### src/verilog/nvm_pkg.sv
/*
 Constants, types and register indices of the NVM page program controller.
 Assumes a 40 MHz aclk and registers reached over AXI4-Lite at 4*index.
*/
// How it works
// - Flash sections in 256-byte blocks from fuses
// - App-end zero extends code section to end
// - Both fuses zero: whole Flash is boot
// - Boot writes code/data; code writes data only
// - Protect and lock bits hold until reset
// - CPU never writes boot; lock hides reads
// - EEPROM touches only bytes marked in buffer
// - User row survives chip erase, debug-writable
// - Array reads stall while operation runs
// - Stores AND into one shared page buffer
// - Buffer all ones after reset, page ops, clear, wake
// - Page write: Flash halts CPU, then clear
// - Page erase needs a marked byte first
// - EEPROM page erase: marked bytes, CPU runs
// - Erase-write keeps buffer between two steps
// - Buffer clear halts CPU seven cycles
// - Chip erase; EEPROM kept when fuse set
// - EEPROM erase sets all ones, CPU halted
// - Fuse write only from debug port
// - Reset aborts any running operation
// - Three-bit command field decode
// - Key 0x9D unlocks the command field
package nvm_pkg;
  localparam int unsigned CLK_MHZ    = 40;
  localparam int unsigned ERASE_NS   = 4000;
  localparam int unsigned WRITE_NS   = 2000;
  localparam logic [15:0] ERASE_CYC  = 16'((ERASE_NS * CLK_MHZ + 999) / 1000);
  localparam logic [15:0] WRITE_CYC  = 16'((WRITE_NS * CLK_MHZ + 999) / 1000);
  localparam logic [15:0] CLEAR_CYC  = 16'h0007;
  localparam int unsigned PB_BYTES   = 64;
  localparam int unsigned PB_W       = 6;
  localparam int unsigned BLOCK_SH   = 8;
  localparam logic [15:0] FLASH_BASE = 16'h8000;
  localparam logic [15:0] FLASH_SIZE = 16'h2000;
  localparam logic [15:0] EE_BASE    = 16'h1400;
  localparam logic [15:0] EE_SIZE    = 16'h0080;
  localparam logic [15:0] USER_BASE  = 16'h1300;
  localparam logic [15:0] USER_SIZE  = 16'h0020;
  localparam logic [7:0]  IDX_CTRLA  = 8'h00;
  localparam logic [7:0]  IDX_CTRLB  = 8'h01;
  localparam logic [7:0]  IDX_STATUS = 8'h02;
  localparam logic [7:0]  IDX_INTCTL = 8'h03;
  localparam logic [7:0]  IDX_INTFLG = 8'h04;
  localparam logic [7:0]  IDX_DATA   = 8'h06;
  localparam logic [7:0]  IDX_ADDR   = 8'h08;
  localparam logic [7:0]  IDX_KEY    = 8'h0A;
  localparam logic [7:0]  UNLOCK_KEY = 8'h9D;
  localparam logic [2:0]  KEY_WINDOW = 3'h4;
  localparam logic [2:0]  CMD_NONE   = 3'h0;
  localparam logic [2:0]  CMD_WRITE  = 3'h1;
  localparam logic [2:0]  CMD_ERASE  = 3'h2;
  localparam logic [2:0]  CMD_ERWR   = 3'h3;
  localparam logic [2:0]  CMD_CLEAR  = 3'h4;
  localparam logic [2:0]  CMD_CHIP   = 3'h5;
  localparam logic [2:0]  CMD_EEALL  = 3'h6;
  localparam logic [2:0]  CMD_FUSE   = 3'h7;
  localparam int unsigned CB_APP_CODE_WRITE_PROTECT   = 0;
  localparam int unsigned CB_BLOCK   = 1;
  localparam int unsigned ST_FBUSY   = 0;
  localparam int unsigned ST_EEBUSY  = 1;
  localparam int unsigned ST_WRERR   = 2;
  localparam int unsigned KEY_FLAG   = 1;
  localparam logic [1:0]  RESP_OKAY  = 2'h0;
  localparam logic [1:0]  RESP_SLV   = 2'h2;
  typedef enum logic [1:0] {SEC_BOOT, SEC_CODE, SEC_DATA} sect_e;
  typedef enum logic [1:0] {TGT_FLASH, TGT_EE, TGT_USER, TGT_FUSE} tgt_e;
  typedef enum logic [2:0] {ST_IDLE, ST_ERASE, ST_PROG, ST_CLEAR, ST_CHIP,
                            ST_EEALL} state_e;
endpackage

### src/verilog/nvm_page_program_controller.sv
/*
 NVM page program controller: page buffer, section protection, command
 sequencer and AXI4-Lite register slave. Assumes the arrays follow the
 arr_* strobes and that fuse inputs are stable while reset is released.
*/
module nvm_page_program_controller
  import nvm_pkg::*;
(
  // Clock and reset
  input  wire logic                  aclk,
  input  wire logic                  aresetn,
  // AXI4-Lite register slave
  input  wire logic                  awvalid,
  output logic                       awready,
  input  wire logic [11:0]           awaddr,
  input  wire logic                  wvalid,
  output logic                       wready,
  input  wire logic [31:0]           wdata,
  input  wire logic [3:0]            wstrb,
  output logic                       bvalid,
  input  wire logic                  bready,
  output logic [1:0]                 bresp,
  input  wire logic                  arvalid,
  output logic                       arready,
  input  wire logic [11:0]           araddr,
  output logic                       rvalid,
  input  wire logic                  rready,
  output logic [31:0]                rdata,
  output logic [1:0]                 rresp,
  // Origin of accesses
  input  wire logic                  bus_from_debug,
  input  wire logic                  mem_from_debug,
  input  wire logic                  device_locked,
  // CPU memory port
  input  wire logic [15:0]           cpu_pc,
  input  wire logic                  cpu_instr_done,
  input  wire logic                  mem_valid,
  input  wire logic                  mem_write,
  input  wire logic [15:0]           mem_addr,
  input  wire logic [7:0]            mem_wdata,
  output logic [7:0]                 mem_rdata,
  output logic                       mem_wait,
  output logic                       fetch_blocked,
  output logic                       cpu_halt,
  input  wire logic                  wake_up,
  // Fuses
  input  wire logic [7:0]            boot_end_fuse,
  input  wire logic [7:0]            app_code_end_fuse,
  input  wire logic                  eeprom_keep_on_erase,
  // Array side
  input  wire logic [7:0]            arr_rdata,
  output logic                       arr_active,
  output logic                       arr_start,
  output logic                       arr_erase,
  output logic                       arr_program,
  output logic                       arr_whole,
  output logic                       arr_keep_ee,
  output logic [1:0]                 arr_target,
  output logic [15:0]                arr_page,
  output logic [8*PB_BYTES-1:0]      arr_data,
  output logic [PB_BYTES-1:0]        arr_mark,
  output logic                       fuse_wr_strobe,
  output logic [15:0]                fuse_wr_addr,
  output logic [7:0]                 fuse_wr_data
);

  logic [7:0]          boot_end_q;
  logic [7:0]          app_end_q;
  logic                ee_keep_q;
  logic                fuse_ld_q;
  logic                app_code_write_protect_q;
  logic                block_q;
  logic                wrerr_q;
  logic [2:0]          cmd_q;
  logic [2:0]          win_q;
  logic [15:0]         addr_q;
  logic [15:0]         data_q;
  state_e              state_q;
  tgt_e                tgt_q;
  logic                erw_q;
  logic [15:0]         timer_q;
  logic                pb_clr;
  logic [7:0]          pb_q [PB_BYTES];
  logic [PB_BYTES-1:0] mark_q;
  logic [1:0]          reg_q;
  logic [15:0]         page_q;
  logic                aw_q;
  logic                w_q;
  logic [11:0]         awaddr_q;
  logic [31:0]         wdata_q;
  logic [3:0]          wstrb_q;

  // Fuses are taken once after reset so a new value needs a reset to act
  always_ff @(posedge aclk) begin
    if (!aresetn) begin
      fuse_ld_q  <= 1'b0;
      boot_end_q <= 8'h00;
      app_end_q  <= 8'h00;
      ee_keep_q  <= 1'b0;
    end else if (!fuse_ld_q) begin
      fuse_ld_q  <= 1'b1;
      boot_end_q <= boot_end_fuse;
      app_end_q  <= app_code_end_fuse;
      ee_keep_q  <= eeprom_keep_on_erase;
    end
  end

  function automatic sect_e sect_of(input logic [15:0] a);
    logic [15:0] blk;
    blk = (a - FLASH_BASE) >> BLOCK_SH;
    if (boot_end_q == 8'h00 && app_end_q == 8'h00) begin
      sect_of = SEC_BOOT;
    end else if (blk < {8'h00, boot_end_q}) begin
      sect_of = SEC_BOOT;
    end else if (app_end_q == 8'h00 || blk < {8'h00, app_end_q}) begin
      sect_of = SEC_CODE;
    end else begin
      sect_of = SEC_DATA;
    end
  endfunction

  function automatic logic in_rng(input logic [15:0] a, input logic [15:0] b,
                                  input logic [15:0] s);
    in_rng = (a >= b) && ((a - b) < s);
  endfunction

  logic  busy;
  logic  t_flash;
  logic  t_ee;
  logic  t_user;
  logic  pc_boot;
  sect_e exec_sec;
  sect_e tsec;
  logic  store_ok;
  logic  store_en;
  logic  load_en;
  logic  [1:0] t_reg;

  assign busy     = state_q != ST_IDLE;
  assign t_flash  = in_rng(mem_addr, FLASH_BASE, FLASH_SIZE);
  assign t_ee     = in_rng(mem_addr, EE_BASE, EE_SIZE);
  assign t_user   = in_rng(mem_addr, USER_BASE, USER_SIZE);
  assign exec_sec = sect_of(cpu_pc);
  assign tsec     = sect_of(mem_addr);
  assign pc_boot  = exec_sec == SEC_BOOT;
  assign t_reg    = t_flash ? 2'(TGT_FLASH) : (t_ee ? 2'(TGT_EE) : 2'(TGT_USER));

  // Loads and stores wait out a running operation; stores too, so an
  // EEPROM page being programmed is never altered under the array
  assign mem_wait = mem_valid && busy && (t_flash || t_ee || t_user);
  assign load_en  = mem_valid && !mem_write && !mem_wait;

  always_comb begin
    store_ok = 1'b0;
    if (mem_from_debug) begin
      if (device_locked) begin
        store_ok = t_user;
      end else if (t_flash) begin
        store_ok = !(tsec == SEC_BOOT && block_q) &&
                   !(tsec == SEC_CODE && app_code_write_protect_q);
      end else begin
        store_ok = t_ee || t_user;
      end
    end else if (exec_sec == SEC_DATA) begin
      store_ok = 1'b0;
    end else if (t_flash) begin
      if (tsec == SEC_BOOT) begin
        store_ok = 1'b0;
      end else if (tsec == SEC_CODE) begin
        store_ok = pc_boot && !app_code_write_protect_q;
      end else begin
        store_ok = 1'b1;
      end
    end else begin
      store_ok = t_ee || t_user;
    end
    if (mark_q != '0 && reg_q != t_reg) begin
      store_ok = 1'b0;
    end
  end

  assign store_en = mem_valid && mem_write && !mem_wait &&
                    (t_flash || t_ee || t_user) && store_ok;

  // Lock hides the boot section from loads and fetches
  always_ff @(posedge aclk) begin
    if (!aresetn) begin
      mem_rdata     <= 8'h00;
      fetch_blocked <= 1'b0;
    end else begin
      fetch_blocked <= block_q && pc_boot;
      if (load_en) begin
        if (t_flash && tsec == SEC_BOOT && block_q) begin
          mem_rdata <= 8'h00;
        end else begin
          mem_rdata <= arr_rdata;
        end
      end
    end
  end

  // One buffer for all three ranges; the address of the last store picks
  // the page, so mixing ranges before a command is refused
  genvar gi;
  generate
    for (gi = 0; gi < PB_BYTES; gi++) begin : g_pb
      always_ff @(posedge aclk) begin
        if (!aresetn || pb_clr || wake_up) begin
          pb_q[gi]   <= 8'hFF;
          mark_q[gi] <= 1'b0;
        end else if (store_en && mem_addr[PB_W-1:0] == PB_W'(gi)) begin
          pb_q[gi]   <= pb_q[gi] & mem_wdata;
          mark_q[gi] <= 1'b1;
        end
      end
      assign arr_data[8*gi +: 8] = pb_q[gi];
    end
  endgenerate

  assign arr_mark = mark_q;

  always_ff @(posedge aclk) begin
    if (!aresetn) begin
      reg_q  <= 2'(TGT_FLASH);
      page_q <= 16'h0000;
    end else if (store_en) begin
      reg_q  <= t_reg;
      page_q <= mem_addr >> PB_W;
    end
  end

  // Register write path
  logic        wr_go;
  logic [7:0]  wr_idx;
  logic        wr_map;
  logic        key_wr;
  logic        ctrla_wr;
  logic        cmd_ok;
  logic [2:0]  new_cmd;

  assign wr_go    = aw_q && w_q && !bvalid;
  assign wr_idx   = awaddr_q[9:2];
  assign wr_map   = awaddr_q[11:10] == 2'h0;
  assign new_cmd  = wdata_q[2:0];
  assign key_wr   = wr_go && wr_map && wr_idx == IDX_KEY && wstrb_q[0];
  assign ctrla_wr = wr_go && wr_map && wr_idx == IDX_CTRLA && wstrb_q[0];
  assign cmd_ok   = ctrla_wr && !busy &&
                    (bus_from_debug || win_q != 3'h0);

  // Unlock window counts retired instructions
  always_ff @(posedge aclk) begin
    if (!aresetn || ctrla_wr) begin
      win_q <= 3'h0;
    end else if (key_wr && wdata_q[7:0] == UNLOCK_KEY) begin
      win_q <= KEY_WINDOW;
    end else if (cpu_instr_done && win_q != 3'h0) begin
      win_q <= win_q - 3'h1;
    end
  end

  always_ff @(posedge aclk) begin
    if (!aresetn) begin
      app_code_write_protect_q <= 1'b0;
      block_q <= 1'b0;
      addr_q  <= 16'h0000;
      data_q  <= 16'h0000;
    end else if (wr_go && wr_map) begin
      if (wr_idx == IDX_CTRLB && wstrb_q[0]) begin
        app_code_write_protect_q <= app_code_write_protect_q | wdata_q[CB_APP_CODE_WRITE_PROTECT];
        if (pc_boot || bus_from_debug) begin
          block_q <= block_q | wdata_q[CB_BLOCK];
        end
      end else if (wr_idx == IDX_ADDR) begin
        if (wstrb_q[0]) addr_q[7:0] <= wdata_q[7:0];
        if (wstrb_q[1]) addr_q[15:8] <= wdata_q[15:8];
      end else if (wr_idx == IDX_DATA) begin
        if (wstrb_q[0]) data_q[7:0] <= wdata_q[7:0];
        if (wstrb_q[1]) data_q[15:8] <= wdata_q[15:8];
      end
    end
  end

  // Command sequencer
  logic go_write;
  logic go_erase;
  logic go_erwr;
  logic go_fuse;

  assign go_write = cmd_ok && new_cmd == CMD_WRITE;
  assign go_erase = cmd_ok && new_cmd == CMD_ERASE && mark_q != '0;
  assign go_erwr  = cmd_ok && new_cmd == CMD_ERWR;
  assign go_fuse  = cmd_ok && new_cmd == CMD_FUSE && bus_from_debug;

  // Synchronous reset drops arr_active, which aborts the array operation
  always_ff @(posedge aclk) begin
    if (!aresetn) begin
      state_q <= ST_IDLE;
      tgt_q   <= TGT_FLASH;
      erw_q   <= 1'b0;
      timer_q <= 16'h0000;
      cmd_q   <= CMD_NONE;
    end else begin
      case (state_q)
        ST_IDLE: begin
          if (go_write || go_fuse) begin
            state_q <= ST_PROG;
            timer_q <= WRITE_CYC - 16'h1;
            tgt_q   <= go_fuse ? TGT_FUSE : tgt_e'(reg_q);
            erw_q   <= 1'b0;
            cmd_q   <= new_cmd;
          end else if (go_erase || go_erwr) begin
            state_q <= ST_ERASE;
            timer_q <= ERASE_CYC - 16'h1;
            tgt_q   <= tgt_e'(reg_q);
            erw_q   <= go_erwr;
            cmd_q   <= new_cmd;
          end else if (cmd_ok && new_cmd == CMD_CLEAR) begin
            state_q <= ST_CLEAR;
            timer_q <= CLEAR_CYC - 16'h1;
            cmd_q   <= new_cmd;
          end else if (cmd_ok && new_cmd == CMD_CHIP) begin
            state_q <= ST_CHIP;
            timer_q <= ERASE_CYC - 16'h1;
            tgt_q   <= TGT_FLASH;
            cmd_q   <= new_cmd;
          end else if (cmd_ok && new_cmd == CMD_EEALL) begin
            state_q <= ST_EEALL;
            timer_q <= ERASE_CYC - 16'h1;
            tgt_q   <= TGT_EE;
            cmd_q   <= new_cmd;
          end
        end
        ST_ERASE: begin
          if (timer_q != 16'h0000) begin
            timer_q <= timer_q - 16'h1;
          end else if (erw_q) begin
            state_q <= ST_PROG;
            timer_q <= WRITE_CYC - 16'h1;
            erw_q   <= 1'b0;
          end else begin
            state_q <= ST_IDLE;
            cmd_q   <= CMD_NONE;
          end
        end
        ST_PROG, ST_CLEAR, ST_CHIP, ST_EEALL: begin
          if (timer_q != 16'h0000) begin
            timer_q <= timer_q - 16'h1;
          end else begin
            state_q <= ST_IDLE;
            cmd_q   <= CMD_NONE;
          end
        end
        default: begin
          state_q <= ST_IDLE;
        end
      endcase
    end
  end

  // The buffer is kept across the erase half of an erase-write
  assign pb_clr = (timer_q == 16'h0000) && !erw_q &&
                  (state_q == ST_PROG || state_q == ST_ERASE ||
                   state_q == ST_CLEAR);

  // Write error is set by a refused store or CPU fuse command and cleared only by an accepted command; a refused access
  // in the cycle of an accepted command still sets it, so none is lost
  always_ff @(posedge aclk) begin
    if (!aresetn) begin
      wrerr_q <= 1'b0;
    end else if (mem_valid && mem_write && !mem_wait &&
                 (t_flash || t_ee || t_user) && !store_ok) begin
      wrerr_q <= 1'b1;
    end else if (ctrla_wr && new_cmd == CMD_FUSE && !bus_from_debug) begin
      wrerr_q <= 1'b1;
    end else if (cmd_ok) begin
      wrerr_q <= 1'b0;
    end
  end

  logic f_busy;
  logic e_busy;

  assign f_busy = (state_q == ST_ERASE || state_q == ST_PROG) &&
                  (tgt_q == TGT_FLASH || tgt_q == TGT_FUSE) ||
                  state_q == ST_CHIP;
  assign e_busy = (state_q == ST_ERASE || state_q == ST_PROG) &&
                  (tgt_q == TGT_EE || tgt_q == TGT_USER) ||
                  state_q == ST_EEALL ||
                  (state_q == ST_CHIP && !ee_keep_q);

  // EEPROM and user-row page work lets the CPU run; everything else halts it
  assign cpu_halt = f_busy || state_q == ST_EEALL || state_q == ST_CHIP ||
                    state_q == ST_CLEAR;

  // Array strobes
  always_ff @(posedge aclk) begin
    if (!aresetn) begin
      arr_start      <= 1'b0;
      arr_erase      <= 1'b0;
      arr_program    <= 1'b0;
      arr_whole      <= 1'b0;
      arr_keep_ee    <= 1'b0;
      arr_target     <= 2'(TGT_FLASH);
      arr_page       <= 16'h0000;
      fuse_wr_strobe <= 1'b0;
      fuse_wr_addr   <= 16'h0000;
      fuse_wr_data   <= 8'h00;
    end else begin
      arr_start      <= (go_write && !go_fuse) || go_erase || go_erwr ||
                        (cmd_ok && (new_cmd == CMD_CHIP ||
                                    new_cmd == CMD_EEALL)) ||
                        (state_q == ST_ERASE && erw_q &&
                         timer_q == 16'h0000);
      fuse_wr_strobe <= go_fuse;
      if (go_fuse) begin
        fuse_wr_addr <= addr_q;
        fuse_wr_data <= data_q[7:0];
      end
      if (!busy && cmd_ok) begin
        arr_erase   <= new_cmd != CMD_WRITE;
        arr_program <= new_cmd == CMD_WRITE;
        arr_whole   <= new_cmd == CMD_CHIP || new_cmd == CMD_EEALL;
        arr_keep_ee <= new_cmd == CMD_CHIP && ee_keep_q;
        arr_target  <= new_cmd == CMD_EEALL ? 2'(TGT_EE) : reg_q;
        arr_page    <= page_q;
      end else if (state_q == ST_ERASE && erw_q && timer_q == 16'h0000) begin
        arr_erase   <= 1'b0;
        arr_program <= 1'b1;
      end
    end
  end

  assign arr_active = state_q == ST_ERASE || state_q == ST_PROG ||
                      state_q == ST_CHIP || state_q == ST_EEALL;

  // AXI4-Lite write channels
  assign awready = !aw_q && !bvalid;
  assign wready  = !w_q && !bvalid;

  always_ff @(posedge aclk) begin
    if (!aresetn) begin
      aw_q     <= 1'b0;
      w_q      <= 1'b0;
      awaddr_q <= 12'h000;
      wdata_q  <= 32'h00000000;
      wstrb_q  <= 4'h0;
      bvalid   <= 1'b0;
      bresp    <= RESP_OKAY;
    end else begin
      if (awvalid && awready) begin
        aw_q     <= 1'b1;
        awaddr_q <= awaddr;
      end
      if (wvalid && wready) begin
        w_q     <= 1'b1;
        wdata_q <= wdata;
        wstrb_q <= wstrb;
      end
      if (wr_go) begin
        aw_q   <= 1'b0;
        w_q    <= 1'b0;
        bvalid <= 1'b1;
        bresp  <= reg_known(awaddr_q) ? RESP_OKAY : RESP_SLV;
      end else if (bvalid && bready) begin
        bvalid <= 1'b0;
      end
    end
  end

  function automatic logic reg_known(input logic [11:0] a);
    logic [7:0] i;
    i = a[9:2];
    if (a[11:10] != 2'h0) reg_known = 1'b0;
    else if (i == IDX_CTRLA || i == IDX_CTRLB || i == IDX_STATUS) reg_known = 1'b1;
    else if (i == IDX_INTCTL || i == IDX_INTFLG) reg_known = 1'b1;
    else if (i == IDX_DATA || i == IDX_ADDR || i == IDX_KEY) reg_known = 1'b1;
    else reg_known = 1'b0;
  endfunction

  // AXI4-Lite read channel
  logic [31:0] rd_val;
  logic [7:0]  rd_idx;

  assign arready = !rvalid;
  assign rd_idx  = araddr[9:2];

  always_comb begin
    rd_val = 32'h00000000;
    if (araddr[11:10] != 2'h0) begin
      rd_val = 32'h00000000;
    end else if (rd_idx == IDX_CTRLA) begin
      rd_val[2:0] = cmd_q;
    end else if (rd_idx == IDX_CTRLB) begin
      rd_val[CB_APP_CODE_WRITE_PROTECT] = app_code_write_protect_q;
      rd_val[CB_BLOCK] = block_q;
    end else if (rd_idx == IDX_STATUS) begin
      rd_val[ST_FBUSY]  = f_busy;
      rd_val[ST_EEBUSY] = e_busy;
      rd_val[ST_WRERR]  = wrerr_q;
    end else if (rd_idx == IDX_DATA) begin
      rd_val[15:0] = data_q;
    end else if (rd_idx == IDX_ADDR) begin
      rd_val[15:0] = addr_q;
    end else if (rd_idx == IDX_KEY) begin
      rd_val[KEY_FLAG] = win_q != 3'h0;
    end
  end

  always_ff @(posedge aclk) begin
    if (!aresetn) begin
      rvalid <= 1'b0;
      rdata  <= 32'h00000000;
      rresp  <= RESP_OKAY;
    end else if (arvalid && arready) begin
      rvalid <= 1'b1;
      rdata  <= rd_val;
      rresp  <= reg_known(araddr) ? RESP_OKAY : RESP_SLV;
    end else if (rvalid && rready) begin
      rvalid <= 1'b0;
    end
  end

endmodule // nvm_page_program_controller

### config.mk
export PLATFORM = sky130hd
export DESIGN_NAME = nvm_page_program_controller
export DESIGN_NICKNAME = d
export VERILOG_FILES = /design/src/verilog/nvm_pkg.sv /design/src/verilog/nvm_page_program_controller.sv
export SDC_FILE = /design/constraint.sdc
export NUM_CORES = 1
export LEC_CHECK = 0
export BUFFER_PORTS_ARGS = -buffer_cell sky130_fd_sc_hd__buf_4
export CORE_AREA = 4 4 318 320
export CTS_CLUSTER_DIAMETER = 120
export DETAILED_ROUTE_END_ITERATION = 8
export DIE_AREA = 0 0 322 324
export PLACE_DENSITY = 0.66
export SYNTH_ARGS = -nofsm -noshare
export SYNTH_HDL_FRONTEND = slang
export SYNTH_SLANG_ARGS = --single-unit
### constraint.sdc
create_clock -name aclk -period 3.25 [get_ports aclk]
set_input_delay 0.325 -clock aclk [delete_from_list [all_inputs] [get_ports aclk]]
set_output_delay 0.325 -clock aclk [all_outputs]
set_load 0.01 [all_outputs]
# After elaboration in Yosys (flattened, before gate mapping)
# Memories as Yosys holds them, arrays and structs flattened.
# Index checks and enable logic that the tools add are counted.
dict set report word_totals {
  ff_bits 262
  ram_bits 512
  input_bits 139
  out_inout_bits 677
  mem_count 1
}
# memory depth width rd rd_clocked_by_memory_dff write_ports line_no
set mem_list {}
lappend mem_list {pb_q 64 8 64 0 64 nvm_page_program_controller.sv:83} ;# logic [7:0] pb_q [PB_BYTES];
dict set report classes {
  addsub 6
  n_lt_le_gt_ge 10
  eq_ne 105
  mux 352
  n_bitwise 133
  reduce_logical 220
}
# op n
set op_table {}
lappend op_table {{2-to-1 mux 8 bit} 65}
lappend op_table {{bitwise AND 8 bit} 64}
lappend op_table {{2-to-1 mux 1 bit} 232}
lappend op_table {{equality test 6 bit, second input constant} 32}
lappend op_table {{2-to-1 mux 16 bit} 10}
lappend op_table {{logical AND 1 bit} 126}
lappend op_table {{equality test 6 x 5 -> 1 bit, second input constant} 16}
lappend op_table {{OR 1 bit} 66}
lappend op_table {{nonzero test 64 bit} 1}
lappend op_table {{2-to-1 mux 3 bit} 18}
lappend op_table {{equality test 6 x 4 -> 1 bit, second input constant} 8}
lappend op_table {{one-hot mux 16 bit (3 select lines)} 1}
lappend op_table {{logical OR 1 bit} 39}
lappend op_table {{2-to-1 mux 2 bit} 19}
lappend op_table {{equality test 8 x 2 -> 1 bit, second input constant} 4}
lappend op_table {{equality test 8 x 3 -> 1 bit, second input constant} 4}
lappend op_table {{equality test 8 x 4 -> 1 bit, second input constant} 4}
lappend op_table {{>= comparator 16 x 13 -> 1 bit, second input constant} 2}
lappend op_table {{logical NOT 8 bit} 4}
lappend op_table {{less-than comparator 8 bit} 4}
lappend op_table {{subtractor 16 x 13 -> 16 bit, second input constant} 2}
lappend op_table {{subtractor 16 bit, second input constant} 2}
lappend op_table {{2-to-1 mux 14 bit} 2}
lappend op_table {{2-to-1 mux 13 bit} 2}
lappend op_table {{39 further kinds} 99}

# Logic depth before layout (Yosys ltp)
dict set report depth {
  ltp_word 20
  ltp_mapped 12
}

# Worst setup path after synthesis
# Ideal clock, no wire load.
dict set report synth_path {
  kind {register to register}
  start {reg timer_q[0]}
  end {mem pb_q[17][0] (netlist: pb_q[0][136]) (enable)}
  arrival_ns 2.752
  path_slack_ns 0.168
  path_stages_with_launch 12
  path_buffers 4
  period_less_slack_ns 3.082
  path_cell_list {dfxtp_1 > inv_1 > ha_1 > or4b_4 > or3_1 > clkbuf_1 > nor4_4 > a211oi_1 > buf_2 > clkbuf_1 > clkbuf_1 > nand2_1}
}
# item line_no
set synth_lines {}
lappend synth_lines {{from (decl)} nvm_page_program_controller.sv:81} ;# logic [15:0] timer_q;
lappend synth_lines {{from (signal assigned)} nvm_page_program_controller.sv:307} ;# timer_q <= WRITE_CYC - 16'h1;
lappend synth_lines {{from (signal assigned)} nvm_page_program_controller.sv:313} ;# timer_q <= ERASE_CYC - 16'h1;
lappend synth_lines {{from (signal assigned)} nvm_page_program_controller.sv:319} ;# timer_q <= CLEAR_CYC - 16'h1;
lappend synth_lines {{to (decl)} nvm_page_program_controller.sv:83}

==> run metrics <==
1st-pass router iterations=6; Remaining Overflow, GRT=0; core area=98,130 µm²; Detailed Place HPWL=88,000 µm; input/output buffers=761; DRC violations left=0; Top Family by Delay on Critical Path=buffers and inverters; Root Buffer=clkbuf_16; main flop type after synthesis=edfxtp_1; RR Endpoint=pb_q[1][132]; EDFF count, synth=512; Max IR drop VDD=0.4343 mV; most frequent cells in the layout=buf_4, a21o_1, edfxtp_1; setup violators final=0; Post-synth ARST share=0%; sum of negative setup slack=0 ps; part of the cycle the worst path needs=98.57%; R2R Setup Slk=110 ps; Final Hold Viols=0; synthesis-stage register bit count=770; vias in the first global route=25,120; FF-to-FF path depth=9; Mean Syn Cell Area=12.24 µm²; routability cong.=0.8477; Die ar.=104,300 µm²; Critical Path Start=mem_addr[7]; cell area after synthesis=32,630 µm²; Max-Cap Viols=0; Worst setup SP type=primary input; CTS Buf Count=85; Final Power=21.84 mW; die width=322 µm; final WL=123,600 µm; initial antenna violation count=6; cells along the critical path=dlygate4sd3_1 > buf_4 > nor4b_4 > nand2_1 > o22a_1 > or4b_4 > a2111oi_4 > buf_6 > buf_12 > buf_4 > nand4_2 > a21o_1; Final ANT Viol Nets=0; Crit path buffers/inverters=5; Final Core Density=47.28%; Stages on worst setup path=12; clk_skew=31.33 ps; share of cells above drive strength 1=34.74%; sequential cell area fraction in the yosys report=62.95%; clock latency on the worst-skew pair=670 ps; CTS tree=built; Tot GR Track Use=22.14%; CP Capture Type=register; first-pass GRT wire length=171,500 µm; Gate Count Post-Synth=2,665; critical path peak fanout=6; Slew HR=21.38%; CTS sink cnt=770; Clock Tree Buf Depth=3; last element of the critical path=pb_q[1][173]; critical path class=primary input to register; DR iter-0 viols=1,911; htree depth=3; worst-margin pin slew=1178 ps; Area growth syn-to-layout=42.21%; status=complete, no violations; Final Slew Violations=0; HP Start=mem_addr[9]; Nets=3,857; RSZ-0062 raised after global routing=true; total of warnings raised by yosys=0; Clock Pin Slew Worst Setup and Hold Paths=60 ps; WL/cell=24.48 µm; CP arrival=3620 ps; Critical Path Slowest Stage Cell=dlygate4sd3_1; Via Count=26,092; Row Count=115; worst hold slack=82.52 ps; most used cell, CP=buf_4; Starting Density=33.25%; pwr/cell area=470.6 nW/µm²; largest net degree at the start of global routing=105; CP max stage delay=560 ps; fin crit period=3203 ps; R2R Path Start=timer_q[0]; Die H=324 µm; Vias/cell=5.167; Ports=816; commonest non-fill, non-tap cell in the layout=buf_4; Pleak=17.03 nW; fmax=312.2 MHz; worst min path class=primary input to register; library cells used by synthesis=77; Filler cells=8,809; CP required=3660 ps
-- report_power, final --
group / internal (mW) / switching (mW)
registers: 10.4 / 0.0503
clock network: 5.64 / 4.28
logic: 0.552 / 0.872
total: 16.6 / 5.20
-- per-layer routing --
metal,track usage [%],part of all wire [%]
met5,0,0.017
met1,25.83,38
met4,8.465,3.6
met3,6.607,8.9
met2,38.51,49
-- flip-flops by register name, indices dropped and copies added (netlist names), 10 cells and up --
signal        cells
data_q           16
wdata_q          16
pb_q            512
awaddr_q         10
arr_mark         64
page_q           10
rdata            16
fuse_wr_addr     16
addr_q           16
arr_page         10
timer_q          16
-- layout make-up --
class	instances	area (µm²)	share of cell area, %
flip-flops and latches	770	20540	44.27
multi-input cells	1691	11600	25.00
repair buffers	1101	9643	20.78
clock buffers	116	2347	5.059
well taps	1287	1610	3.470
clock inverters	43	504.2	1.087
inverters	38	143.9	0.3101
diodes	4	10.01	0.02157
-- Yosys cell counts, types with 8 or more instances --
master	n	area [µm²]
a21o_1	517	3881
edfxtp_1	512	15370
nand2_1	396	1486
dfxtp_1	258	5165
clkbuf_1	131	491.7
nor2_1	103	386.6
a21oi_1	88	440.4
nand3_1	81	405.4
mux2i_1	56	560.5
nand4_4	48	1021
inv_1	38	142.6
o21ai_0	35	175.2
buf_4	31	232.7
ha_1	31	387.9
a22oi_1	24	180.2
nor4_1	24	150.1
nor3_1	23	115.1
a21boi_0	21	157.7
nand4_1	21	131.4
and2_1	18	112.6
buf_1	17	63.81
nor2b_1	17	106.4
and3_1	13	81.33
nand2b_1	13	81.33
a211oi_1	11	82.58
or3_1	11	68.82
buf_2	9	45.04
nor3b_1	9	67.56
o31ai_1	8	60.06
-- cells by family after synthesis --
family / count (synthesis) / synth area share, %
AND/OR/NAND/NOR: 812 / 14.03
flip-flops: 770 / 62.95
AO/OA/AOI/OAI: 756 / 16.66
buffers and inverters: 232 / 3.244
multiplexers: 58 / 1.787
adder cells (fa/ha/maj): 31 / 1.189
XOR/XNOR: 5 / 0.1342
other: 1 / 0.01149
-- per-stage QoR --
stage	cell area, µm²	instances	setup slack (ps)
finish	46400	5050	46.59
global route	46400	5048	-31.28
CTS	45780	5016	5.744
detailed placement	42000	4779	-350.6
global placement	42000	4779	-326.0
floorplan	32720	2688	168.2
-- how the worst min path moves through the flow --
| stage | cells after the start | to |
|---|---|---|
| after floorplan | 0 | fuse_ld_q |
| after global placement | 2 | awaddr_q[7] |
| after detailed placement | 2 | awaddr_q[10] |
| after CTS | 5 | arr_mark[21] |
| after global routing | 5 | arr_mark[21] |
| final | 4 | page_q[3] |
-- repair_timing --
action / 4_1_cts / 5_1_grt
resized for setup: 29 / 58
hold buffers: 66 / 0
setup buffers: 7 / 21
setup endpoints to repair: 1073 / 956
pin swaps: 4 / 22
endpoints found under the hold margin: 66 / 0
gates cloned: 5 / 9
-- worst min-delay path, delay by kind of cell --
kind | cells | cell delay [ps]
buf+inv | 2 | 230
mux | 1 | 60
simple gates | 1 | 90
(Power assumes the default switching activity.)
